$ cat src/hw/timer_pair_pkg.sv
// package with register map, field layout and types of the dual reload timer pair
package timer_pair_pkg;

  // =====================================================================
  // register indices as printed; byte address is four times the index
  // =====================================================================
  localparam logic [7:0] TIMER_FIVE_CONTROL_IDX = 8'hc0;
  localparam logic [7:0] TIMER_FOUR_CONTROL_IDX = 8'hc8;
  localparam logic [7:0] TIMER_FOUR_LOW_IDX = 8'hcc;
  localparam logic [7:0] TIMER_FOUR_HIGH_IDX = 8'hcd;
  localparam logic [7:0] TIMER_FIVE_LOW_IDX = 8'hce;
  localparam logic [7:0] TIMER_FIVE_HIGH_IDX = 8'hcf;
  localparam logic [7:0] TIMER_FIVE_IRQ_ENABLE_IDX = 8'hd0;
  localparam int ADDR_W = 12;

  // =====================================================================
  // field positions
  // =====================================================================
  localparam int FLAG_BIT = 7;
  localparam int CMP_BIT = 6;
  localparam int PS_LSB = 4;
  localparam int MODE_LSB = 2;
  localparam int RUN_BIT = 1;
  localparam int CLKS_BIT = 0;
  localparam int IRQ_EN_BIT = 0;

  // =====================================================================
  // reset values and prescale terminal counts
  // =====================================================================
  localparam logic [7:0] CONTROL_RESET = 8'h00;
  localparam logic [15:0] DATA_RESET = 16'h0000;
  localparam logic [7:0] DIV_1_LAST = 8'h00;
  localparam logic [7:0] DIV_8_LAST = 8'h07;
  localparam logic [7:0] DIV_64_LAST = 8'h3f;
  localparam logic [7:0] DIV_256_LAST = 8'hff;
  localparam logic [15:0] COUNT_TOP = 16'hffff;

  // =====================================================================
  // types
  // =====================================================================
  typedef enum logic [1:0] {
    MODE_RELOAD = 2'b00,
    MODE_BAUD = 2'b01,
    MODE_RISE_TRIG = 2'b10,
    MODE_FALL_TRIG = 2'b11
  } t4_mode_t;

  typedef struct packed {
    logic timer_four_overflow_flag;
    logic compare_or_retrigger_bit;
    logic [1:0] timer_four_prescale;
    t4_mode_t timer_four_mode_field;
    logic timer_four_run_bit;
    logic clock_source_select;
  } t4_ctl_t;

  typedef struct packed {
    logic timer_five_overflow_flag;
    logic unused6;
    logic [1:0] timer_five_prescale;
    logic [1:0] unused3;
    logic timer_five_run_bit;
    logic unused0;
  } t5_ctl_t;

  typedef enum {
    TRIG_WAIT,
    TRIG_COUNT
  } trig_state_t;

endpackage : timer_pair_pkg

$ cat src/hw/dual_reload_timer_pair.sv
// two 16-bit auto-reload up timers with an apb register slave
//
// The APB slave port was chosen for this implementation.
`timescale 1ns/1ps
// Notes on behaviour
// - timer four flag set on wrap except in baud mode, bit 7; hardware clear input also clears it
// - reload mode: compare bit enables compare function
// - edge modes: retrigger edges restart count only when compare bit set
// - timer four prescale 00,01,10,11 divide by 1,8,64,256
// - mode 00 reload counter/timer, mode 01 baud generator
// - mode 10 starts on rising pin edge, system clock only
// - mode 11 starts on falling pin edge, system clock only
// - timer four run bit 0 stops, 1 runs
// - clock source 0 system clock; 1 falling pin edges, plus pull-up unless compare is on
// - timer five byte writes go to load register, reads return counter
// - timer five wrap sets flag and reloads counter from load register
// - high byte write also copies whole load register into counter
// - timer five overflow raises interrupt request only when enabled
// - timer five clock source follows timer four clock source bit
// - timer five run bit counts upward from present value
// - setting run never clears the counter
// - high byte is counter bits 15:8, low byte bits 7:0
// - baud mode reloads on overflow but raises no interrupt
// - edge mode waits for edge, after overflow flags, reloads, holds
// - compare on: pin driven as output and toggled each overflow
// - timer five prescale 00,01,10,11 divide by 1,8,64,256
module dual_reload_timer_pair (
  // clock, reset, enable
  input wire logic core_clk_i,
  input wire logic reset_n_i,
  input wire logic clk_en_i,
  // apb slave
  input wire logic psel_i,
  input wire logic penable_i,
  input wire logic pwrite_i,
  input wire logic [timer_pair_pkg::ADDR_W-1:0] paddr_i,
  input wire logic [31:0] pwdata_i,
  input wire logic [3:0] pstrb_i,
  output logic [31:0] prdata_o,
  output logic pready_o,
  output logic pslverr_o,
  // timer four pin
  input wire logic timer_four_pin_i,
  output logic timer_four_pin_o,
  output logic timer_four_pin_oe_n_o,
  output logic timer_four_pull_up_o,
  // hardware flag clears from the interrupt controller
  input wire logic timer_four_flag_clear_i,
  input wire logic timer_five_flag_clear_i,
  // event outputs
  output logic timer_four_irq_o,
  output logic timer_five_irq_o,
  output logic baud_tick_o
);
  import timer_pair_pkg::*;

  // =====================================================================
  // helpers
  // =====================================================================
  function automatic logic [7:0] presc_last(input logic [1:0] ps);
    case (ps)
      2'b00: presc_last = DIV_1_LAST;
      2'b01: presc_last = DIV_8_LAST;
      2'b10: presc_last = DIV_64_LAST;
      default: presc_last = DIV_256_LAST;
    endcase
  endfunction : presc_last

  function automatic logic [ADDR_W-1:0] byte_addr(input logic [7:0] idx);
    byte_addr = ADDR_W'({idx, 2'b00});
  endfunction : byte_addr

  // =====================================================================
  // state
  // =====================================================================
  t4_ctl_t t4_ctl_reg;
  t5_ctl_t t5_ctl_reg;
  logic t5_irq_en_reg;
  logic [15:0] t4_load_reg;
  logic [15:0] t4_count_reg;
  logic [15:0] t5_load_reg;
  logic [15:0] t5_count_reg;
  logic [7:0] t4_presc_reg;
  logic [7:0] t5_presc_reg;
  logic pin_prev_reg;
  trig_state_t trig_state_reg;
  logic [31:0] prdata_reg;
  logic pready_reg;
  logic pslverr_reg;
  logic pin_out_reg;
  logic pin_oe_n_reg;
  logic pull_up_reg;
  logic t4_irq_reg;
  logic t5_irq_reg;
  logic baud_tick_reg;

  // =====================================================================
  // bus decode
  // =====================================================================
  logic setup;
  logic access;
  logic wr;
  logic lane0;
  logic [7:0] wbyte;
  logic sel_t4c, sel_t4l, sel_t4h, sel_t5c, sel_t5l, sel_t5h, sel_ien;
  logic mapped;

  assign setup = psel_i & ~penable_i;
  assign access = psel_i & penable_i & pready_reg;
  assign wr = access & pwrite_i & lane0;
  assign lane0 = pstrb_i[0];
  assign wbyte = pwdata_i[7:0];
  assign sel_t4c = paddr_i == byte_addr(TIMER_FOUR_CONTROL_IDX);
  assign sel_t4l = paddr_i == byte_addr(TIMER_FOUR_LOW_IDX);
  assign sel_t4h = paddr_i == byte_addr(TIMER_FOUR_HIGH_IDX);
  assign sel_t5c = paddr_i == byte_addr(TIMER_FIVE_CONTROL_IDX);
  assign sel_t5l = paddr_i == byte_addr(TIMER_FIVE_LOW_IDX);
  assign sel_t5h = paddr_i == byte_addr(TIMER_FIVE_HIGH_IDX);
  assign sel_ien = paddr_i == byte_addr(TIMER_FIVE_IRQ_ENABLE_IDX);
  assign mapped = sel_t4c | sel_t4l | sel_t4h | sel_t5c | sel_t5l | sel_t5h | sel_ien;

  // =====================================================================
  // count enables
  // =====================================================================
  logic pin_fall;
  logic pin_rise;
  logic t4_edge_mode;
  logic t4_src;
  logic t5_src;
  logic t4_tick;
  logic t5_tick;
  logic t4_active;
  logic t4_wrap;
  logic t5_wrap;
  logic trig_edge;
  logic t4_hi_wr;
  logic t5_hi_wr;

  assign pin_fall = pin_prev_reg & ~timer_four_pin_i;
  assign pin_rise = ~pin_prev_reg & timer_four_pin_i;
  assign t4_edge_mode = t4_ctl_reg.timer_four_mode_field[1];
  // edge modes ignore the source bit and use the system clock
  assign t4_src = (t4_ctl_reg.clock_source_select & ~t4_edge_mode) ? pin_fall : 1'b1;
  assign t5_src = t4_ctl_reg.clock_source_select ? pin_fall : 1'b1;
  assign trig_edge = (t4_ctl_reg.timer_four_mode_field == MODE_RISE_TRIG) ? pin_rise : pin_fall;
  assign t4_active = t4_ctl_reg.timer_four_run_bit & (~t4_edge_mode | trig_state_reg == TRIG_COUNT);
  assign t4_tick = t4_active & t4_src & (t4_presc_reg == presc_last(t4_ctl_reg.timer_four_prescale));
  assign t5_tick = t5_ctl_reg.timer_five_run_bit & t5_src
    & (t5_presc_reg == presc_last(t5_ctl_reg.timer_five_prescale));
  assign t4_wrap = t4_tick & (t4_count_reg == COUNT_TOP);
  assign t5_wrap = t5_tick & (t5_count_reg == COUNT_TOP);
  assign t4_hi_wr = wr & sel_t4h;
  assign t5_hi_wr = wr & sel_t5h;

  // =====================================================================
  // apb answer: registered, one access cycle per transfer
  // =====================================================================
  always_ff @(posedge core_clk_i or negedge reset_n_i) begin
    if (!reset_n_i) begin
      pready_reg <= 1'b0;
      pslverr_reg <= 1'b0;
      prdata_reg <= 32'h0000_0000;
    end else if (clk_en_i) begin
      pready_reg <= setup;
      pslverr_reg <= setup & ~mapped;
      if (setup && !pwrite_i) begin
        // reads of the data bytes return the live counter
        case (1'b1)
          sel_t4c: prdata_reg <= {24'h00_0000, t4_ctl_reg};
          sel_t4l: prdata_reg <= {24'h00_0000, t4_count_reg[7:0]};
          sel_t4h: prdata_reg <= {24'h00_0000, t4_count_reg[15:8]};
          sel_t5c: prdata_reg <= {24'h00_0000, t5_ctl_reg.timer_five_overflow_flag, 1'b0,
                                  t5_ctl_reg.timer_five_prescale, 2'b00, t5_ctl_reg.timer_five_run_bit, 1'b0};
          sel_t5l: prdata_reg <= {24'h00_0000, t5_count_reg[7:0]};
          sel_t5h: prdata_reg <= {24'h00_0000, t5_count_reg[15:8]};
          sel_ien: prdata_reg <= {31'h0000_0000, t5_irq_en_reg};
          default: prdata_reg <= 32'h0000_0000;
        endcase
      end else begin
        prdata_reg <= 32'h0000_0000;
      end
    end
  end

  // =====================================================================
  // timer four control; hardware set beats any clear
  // =====================================================================
  always_ff @(posedge core_clk_i or negedge reset_n_i) begin
    if (!reset_n_i) begin
      t4_ctl_reg <= t4_ctl_t'(CONTROL_RESET);
    end else if (clk_en_i) begin
      if (wr && sel_t4c) begin
        t4_ctl_reg <= t4_ctl_t'(wbyte);
      end else if (timer_four_flag_clear_i) begin
        t4_ctl_reg.timer_four_overflow_flag <= 1'b0;
      end
      if (t4_wrap && t4_ctl_reg.timer_four_mode_field != MODE_BAUD) begin
        t4_ctl_reg.timer_four_overflow_flag <= 1'b1;
      end
    end
  end

  // =====================================================================
  // timer five control and interrupt enable
  // =====================================================================
  always_ff @(posedge core_clk_i or negedge reset_n_i) begin
    if (!reset_n_i) begin
      t5_ctl_reg <= t5_ctl_t'(CONTROL_RESET);
      t5_irq_en_reg <= 1'b0;
    end else if (clk_en_i) begin
      if (wr && sel_ien) begin
        t5_irq_en_reg <= wbyte[IRQ_EN_BIT];
      end
      if (wr && sel_t5c) begin
        t5_ctl_reg <= t5_ctl_t'({wbyte[FLAG_BIT], 1'b0, wbyte[PS_LSB+1:PS_LSB], 2'b00, wbyte[RUN_BIT], 1'b0});
      end else if (timer_five_flag_clear_i) begin
        t5_ctl_reg.timer_five_overflow_flag <= 1'b0;
      end
      if (t5_wrap) begin
        t5_ctl_reg.timer_five_overflow_flag <= 1'b1;
      end
    end
  end

  // =====================================================================
  // prescalers, restart when idle
  // =====================================================================
  always_ff @(posedge core_clk_i or negedge reset_n_i) begin
    if (!reset_n_i) begin
      t4_presc_reg <= 8'h00;
    end else if (clk_en_i) begin
      if (!t4_active) begin
        t4_presc_reg <= 8'h00;
      end else if (t4_src) begin
        t4_presc_reg <= t4_tick ? 8'h00 : t4_presc_reg + 8'h01;
      end
    end
  end

  always_ff @(posedge core_clk_i or negedge reset_n_i) begin
    if (!reset_n_i) begin
      t5_presc_reg <= 8'h00;
    end else if (clk_en_i) begin
      if (!t5_ctl_reg.timer_five_run_bit) begin
        t5_presc_reg <= 8'h00;
      end else if (t5_src) begin
        t5_presc_reg <= t5_tick ? 8'h00 : t5_presc_reg + 8'h01;
      end
    end
  end

  // =====================================================================
  // pin edge history
  // =====================================================================
  always_ff @(posedge core_clk_i or negedge reset_n_i) begin
    if (!reset_n_i) begin
      pin_prev_reg <= 1'b1; // idle high under the pull-up, no false edge after reset
    end else if (clk_en_i) begin
      pin_prev_reg <= timer_four_pin_i;
    end
  end

  // =====================================================================
  // trigger state for the edge modes
  // =====================================================================
  always_ff @(posedge core_clk_i or negedge reset_n_i) begin
    if (!reset_n_i) begin
      trig_state_reg <= TRIG_WAIT;
    end else if (clk_en_i) begin
      case (trig_state_reg)
        TRIG_WAIT: begin
          if (t4_ctl_reg.timer_four_run_bit && t4_edge_mode && trig_edge) begin
            trig_state_reg <= TRIG_COUNT;
          end
        end
        TRIG_COUNT: begin
          if (!t4_ctl_reg.timer_four_run_bit || !t4_edge_mode || t4_wrap) begin
            trig_state_reg <= TRIG_WAIT;
          end
        end
        default: trig_state_reg <= TRIG_WAIT;
      endcase
    end
  end

  // =====================================================================
  // timer four load and counter
  // =====================================================================
  always_ff @(posedge core_clk_i or negedge reset_n_i) begin
    if (!reset_n_i) begin
      t4_load_reg <= DATA_RESET;
      t4_count_reg <= DATA_RESET;
    end else if (clk_en_i) begin
      if (wr && sel_t4l) begin
        t4_load_reg[7:0] <= wbyte;
      end
      if (t4_hi_wr) begin
        t4_load_reg[15:8] <= wbyte;
        t4_count_reg <= {wbyte, t4_load_reg[7:0]};
      end else if (t4_wrap) begin
        t4_count_reg <= t4_load_reg;
      end else if (trig_state_reg == TRIG_COUNT && t4_ctl_reg.timer_four_run_bit && t4_edge_mode
                   && trig_edge && t4_ctl_reg.compare_or_retrigger_bit) begin
        t4_count_reg <= t4_load_reg;
      end else if (t4_tick) begin
        t4_count_reg <= t4_count_reg + 16'h0001;
      end
    end
  end

  // =====================================================================
  // timer five load and counter
  // =====================================================================
  always_ff @(posedge core_clk_i or negedge reset_n_i) begin
    if (!reset_n_i) begin
      t5_load_reg <= DATA_RESET;
      t5_count_reg <= DATA_RESET;
    end else if (clk_en_i) begin
      if (wr && sel_t5l) begin
        t5_load_reg[7:0] <= wbyte;
      end
      if (t5_hi_wr) begin
        t5_load_reg[15:8] <= wbyte;
        t5_count_reg <= {wbyte, t5_load_reg[7:0]};
      end else if (t5_wrap) begin
        t5_count_reg <= t5_load_reg;
      end else if (t5_tick) begin
        t5_count_reg <= t5_count_reg + 16'h0001;
      end
    end
  end

  // =====================================================================
  // pin drive: compare output and pull-up
  // =====================================================================
  logic cmp_on;
  assign cmp_on = t4_ctl_reg.timer_four_mode_field == MODE_RELOAD & t4_ctl_reg.compare_or_retrigger_bit;

  always_ff @(posedge core_clk_i or negedge reset_n_i) begin
    if (!reset_n_i) begin
      pin_out_reg <= 1'b0;
      pin_oe_n_reg <= 1'b1;
      pull_up_reg <= 1'b0;
    end else if (clk_en_i) begin
      pin_oe_n_reg <= ~cmp_on;
      pull_up_reg <= t4_ctl_reg.clock_source_select & ~cmp_on;
      if (cmp_on && t4_wrap) begin
        pin_out_reg <= ~pin_out_reg;
      end
    end
  end

  // =====================================================================
  // interrupt requests and baud tick
  // =====================================================================
  always_ff @(posedge core_clk_i or negedge reset_n_i) begin
    if (!reset_n_i) begin
      t4_irq_reg <= 1'b0;
      t5_irq_reg <= 1'b0;
      baud_tick_reg <= 1'b0;
    end else if (clk_en_i) begin
      t4_irq_reg <= t4_ctl_reg.timer_four_overflow_flag;
      t5_irq_reg <= t5_ctl_reg.timer_five_overflow_flag & t5_irq_en_reg;
      baud_tick_reg <= t4_wrap & (t4_ctl_reg.timer_four_mode_field == MODE_BAUD);
    end
  end

  assign prdata_o = prdata_reg;
  assign pready_o = pready_reg;
  assign pslverr_o = pslverr_reg;
  assign timer_four_pin_o = pin_out_reg;
  assign timer_four_pin_oe_n_o = pin_oe_n_reg;
  assign timer_four_pull_up_o = pull_up_reg;
  assign timer_four_irq_o = t4_irq_reg;
  assign timer_five_irq_o = t5_irq_reg;
  assign baud_tick_o = baud_tick_reg;

endmodule : dual_reload_timer_pair

$ cat config.mk
export PLATFORM = sky130hd
export DESIGN_NAME = dual_reload_timer_pair
export DESIGN_NICKNAME = d
export VERILOG_FILES = /design/src/hw/timer_pair_pkg.sv /design/src/hw/dual_reload_timer_pair.sv
export SDC_FILE = /design/constraint.sdc
export NUM_CORES = 1
export LEC_CHECK = 0
export BUFFER_PORTS_ARGS = -buffer_cell sky130_fd_sc_hd__buf_2
export CORE_MARGIN = 3
export CORE_UTILIZATION = 25
export CTS_BUF_LIST = sky130_fd_sc_hd__clkbuf_8
export DETAILED_ROUTE_END_ITERATION = 8
export HOLD_SLACK_MARGIN = 0.06
export MAX_ROUTING_LAYER = met4
export PLACE_DENSITY = 0.39
export SLEW_MARGIN = 10
export SYNTH_ARGS = -nofsm -noshare
export SYNTH_HDL_FRONTEND = slang
export SYNTH_SLANG_ARGS = --single-unit
export TNS_END_PERCENT = 1
$ cat constraint.sdc
create_clock -name core_clk_i -period 2.53 [get_ports core_clk_i]
set_clock_uncertainty 0.15 [all_clocks]
set_input_delay 0.1265 -clock core_clk_i [delete_from_list [all_inputs] [get_ports core_clk_i]]
set_output_delay 0.1265 -clock core_clk_i [all_outputs]
set_load 0.02 [all_outputs]
==> out/metrics.cfg <==
[outcome]
status=finished clean

[cts]
cts_setup_buffers=0
cts_buffers=9
clk_pin_slew_ns=0.11
cts_tree=built
cts_buffer_depth=2
insertion_delay_ns=0.40
htreeDepth=3
clock_sinks=111
root_buffer=clkbuf_8

[floorplan]
io_pins=97
rows=58
start_util_pct=25.79
dieHeight_um=168.3
core_area_um2=25540
die-area_um2=28330
fp.dieW_um=168.3

[synth]
synth-seq-cells=111
synthCells=696
ys_async_sr_fraction_pct=100.0
ys_warn_count=0
synth-main-ff-cell=dfrtp_1
synth_edf_count=0
avgSynthCellArea_um2=9.465
synth_area_um2=6588
ys_seq_area_share_pct=42.20
post_synth_num_cell_types=81

[placed_design]
place_congestion=0.8688
place_area_um2=7497
dp.cells=1105
io_buffers=45
hpwlAfterDp_mm=15.89

[layout]
syn2layout_area_growth_pct=20.32
insertedDiodeCount=0
drive_above_1_share_pct=24.07
final_common_cell=dfrtp_1
nNetsFinal=866
fin_cells=1140
fin_area_um2=7926
final_cell_mix=108 x dfrtp_1, 93 x nand2_1, 58 x buf_4, 46 x o21ai_0, 44 x buf_2

[drt]
first_pass_iters=7
drc=0
wire_per_inst_um=18.99
viasPerCell=5.095
ant_nets=0
initialDrtViolationCount=413
routed_wl_mm=21.65
dr_total_vias=5808

[pwr]
power_frac_comb_pct=22.1
ir_drop_v=0.0002259
intPower_mw=2.676
leakagePower_nw=3.571
cellPowerDensity_nw_per_um2=515.6
sw_frac_of_total_pct=34.53
power_frac_seq_pct=51.5
p_switching_mw=1.411
power_frac_clock_pct=26.4

[sta]
whs_ns=0.09178
setup_tns_ns=0
worstMarginPinSlew_ns=0.9239
finalCriticalPeriod_ns=2.505
timing.final.crit_share_pct=99.02
relSlewSlack_pct=38.41
setup_viol=0
finalMaxSlewViolations=0
rsz0062_at_grt=yes
max_freq_ghz=0.3992
finalHoldViolCount=0

[global_routing]
met1_usage_pct=21.70
grt_pass1_wl_mm=33.41
grt-ovfl-total=0
grt_start_max_net_pins=68
met3_usage_pct=2.019
grt_use_met2_pct=22.87
grt_pass1_vias=5643
grt_util_all_layers_pct=15.57
busiest_layer=met2
antenna_found_initial=0

[setup_path]
setup.worst_path.class=register to register
cp-end-kind=register
crit_arrival_ns=2.69
worst_setup_path_start_kind=register
cp_max_fo=6
crit_required_ns=2.72

[flow_run]
cap_violations=0

[min_path]
hp-class=input pin to register

what timing repair did:
| item | in CTS | in global routing |
|---|---|---|
| pin swaps | 0 | 2 |
| setup endpoints to repair | 4 | 46 |
| gates resized for setup | 2 | 10 |
| hold endpoints to repair | 144 | 0 |
| hold buffers | 19 | 0 |
area by class of cell:
| class | count | area, um^2 |
|---|---|---|
| multi-input cells | 540 | 3541 |
| flip-flops and latches | 111 | 2781 |
| repair buffers | 126 | 939.7 |
| well taps | 330 | 412.9 |
| inverters | 17 | 63.81 |
| fillers | 2684 | 17620 |
| clock buffers | 10 | 137.6 |
| clock inverters | 6 | 50.05 |
stage by stage:
| stage | power (mW) | worst slack (ns) | util [%] |
|---|---|---|---|
| 3_3_place_gp | 2.993 | 0.007616 | 29.35 |
| 5_1_grt | 4.337 | -0.08404 | 31.03 |
| 2_1_floorplan | 2.616 | 0.07650 | - |
| 6_report | 4.087 | 0.02484 | 31.03 |
| 4_1_cts | 4.145 | 0.01404 | 30.87 |
| 3_5_place_dp | 3.012 | -0.01412 | 29.35 |
cells in the mapped netlist, drive strengths merged, types with 4 or more instances:
library cell / n / share of area [%]
or4: 5 / 0.57
a2bb2oi: 10 / 1.3
inv: 17 / 0.97
mux2: 36 / 6.2
nand3b: 4 / 0.46
dfrtp: 109 / 41
nor4: 8 / 1.2
a32oi: 9 / 1.2
buf: 38 / 4.1
o21ai: 61 / 4.8
and4: 6 / 0.82
nand3: 35 / 2.7
o22ai: 4 / 0.38
a22oi: 13 / 1.5
nor3: 9 / 1.2
or3: 5 / 0.49
a21oi: 27 / 2.3
clkbuf: 13 / 0.91
nand2: 94 / 5.4
xor2: 12 / 1.6
nor2b: 8 / 0.87
xnor2: 7 / 0.93
nand4: 15 / 1.5
a211oi: 5 / 0.65
and3: 15 / 1.4
o31ai: 6 / 0.68
ha: 4 / 0.76
a31oi: 7 / 0.66
o21a: 5 / 0.57
nor2: 38 / 2.2
o2bb2ai: 5 / 0.66
mux2i: 20 / 3.0
worst paths after layout:
check                                 from               end  slack [ns]  depth (start not counted)
max reg2reg                   pin_prev_reg  t4_count_reg[10]        0.02                          7
max in group asynchronous        reset_n_i  timer_five_irq_o        0.53                          4
min in group asynchronous        reset_n_i     t5_irq_en_reg        0.51                          3
max                           pin_prev_reg  t4_count_reg[10]        0.02                          7
min reg2reg                t5_load_reg[12]   t5_load_reg[12]        0.34                          2
min                               clk_en_i   t5_presc_reg[1]        0.09                          4
worst max-delay path, cell delays in order, from the launching register on:
cell      delay [ns]
dfstp_2         0.57
nand2b_4        0.06
a221o_1         0.32
buf_4           0.16
nor4_4          0.48
nand2_1         0.18
o41ai_1         0.34
a221o_1         0.20
routing by layer:
metal	vias to the layer above	wire [um]	share of wire [%]
met2	160	9703	45
met4	0	671	3.1
met1	2872	10350	48
met5	-	0	0
li1	2743	-	-
met3	33	929	4.3
power groups by stage:
stage / Combinational (mW) / Sequential, mW / Clock [mW]
4_1_cts: 0.906 / 2.10 / 1.14
3_3_place_gp: 0.864 / 2.13 / 0
5_1_grt: 1.00 / 2.13 / 1.21
6_report: 0.902 / 2.11 / 1.08
2_1_floorplan: 0.555 / 2.06 / 0
3_5_place_dp: 0.877 / 2.13 / 0
kinds of logic after synthesis:
group / synth area share, %
other cells: 0.05693
simple gates: 21.14
fa+ha+maj: 0.7598
compound gates: 18.10
flops: 42.20
mux: 9.193
buf+inv: 6.021
xor+xnor: 2.526
Note: power is estimated with default switching activity, not from simulation.
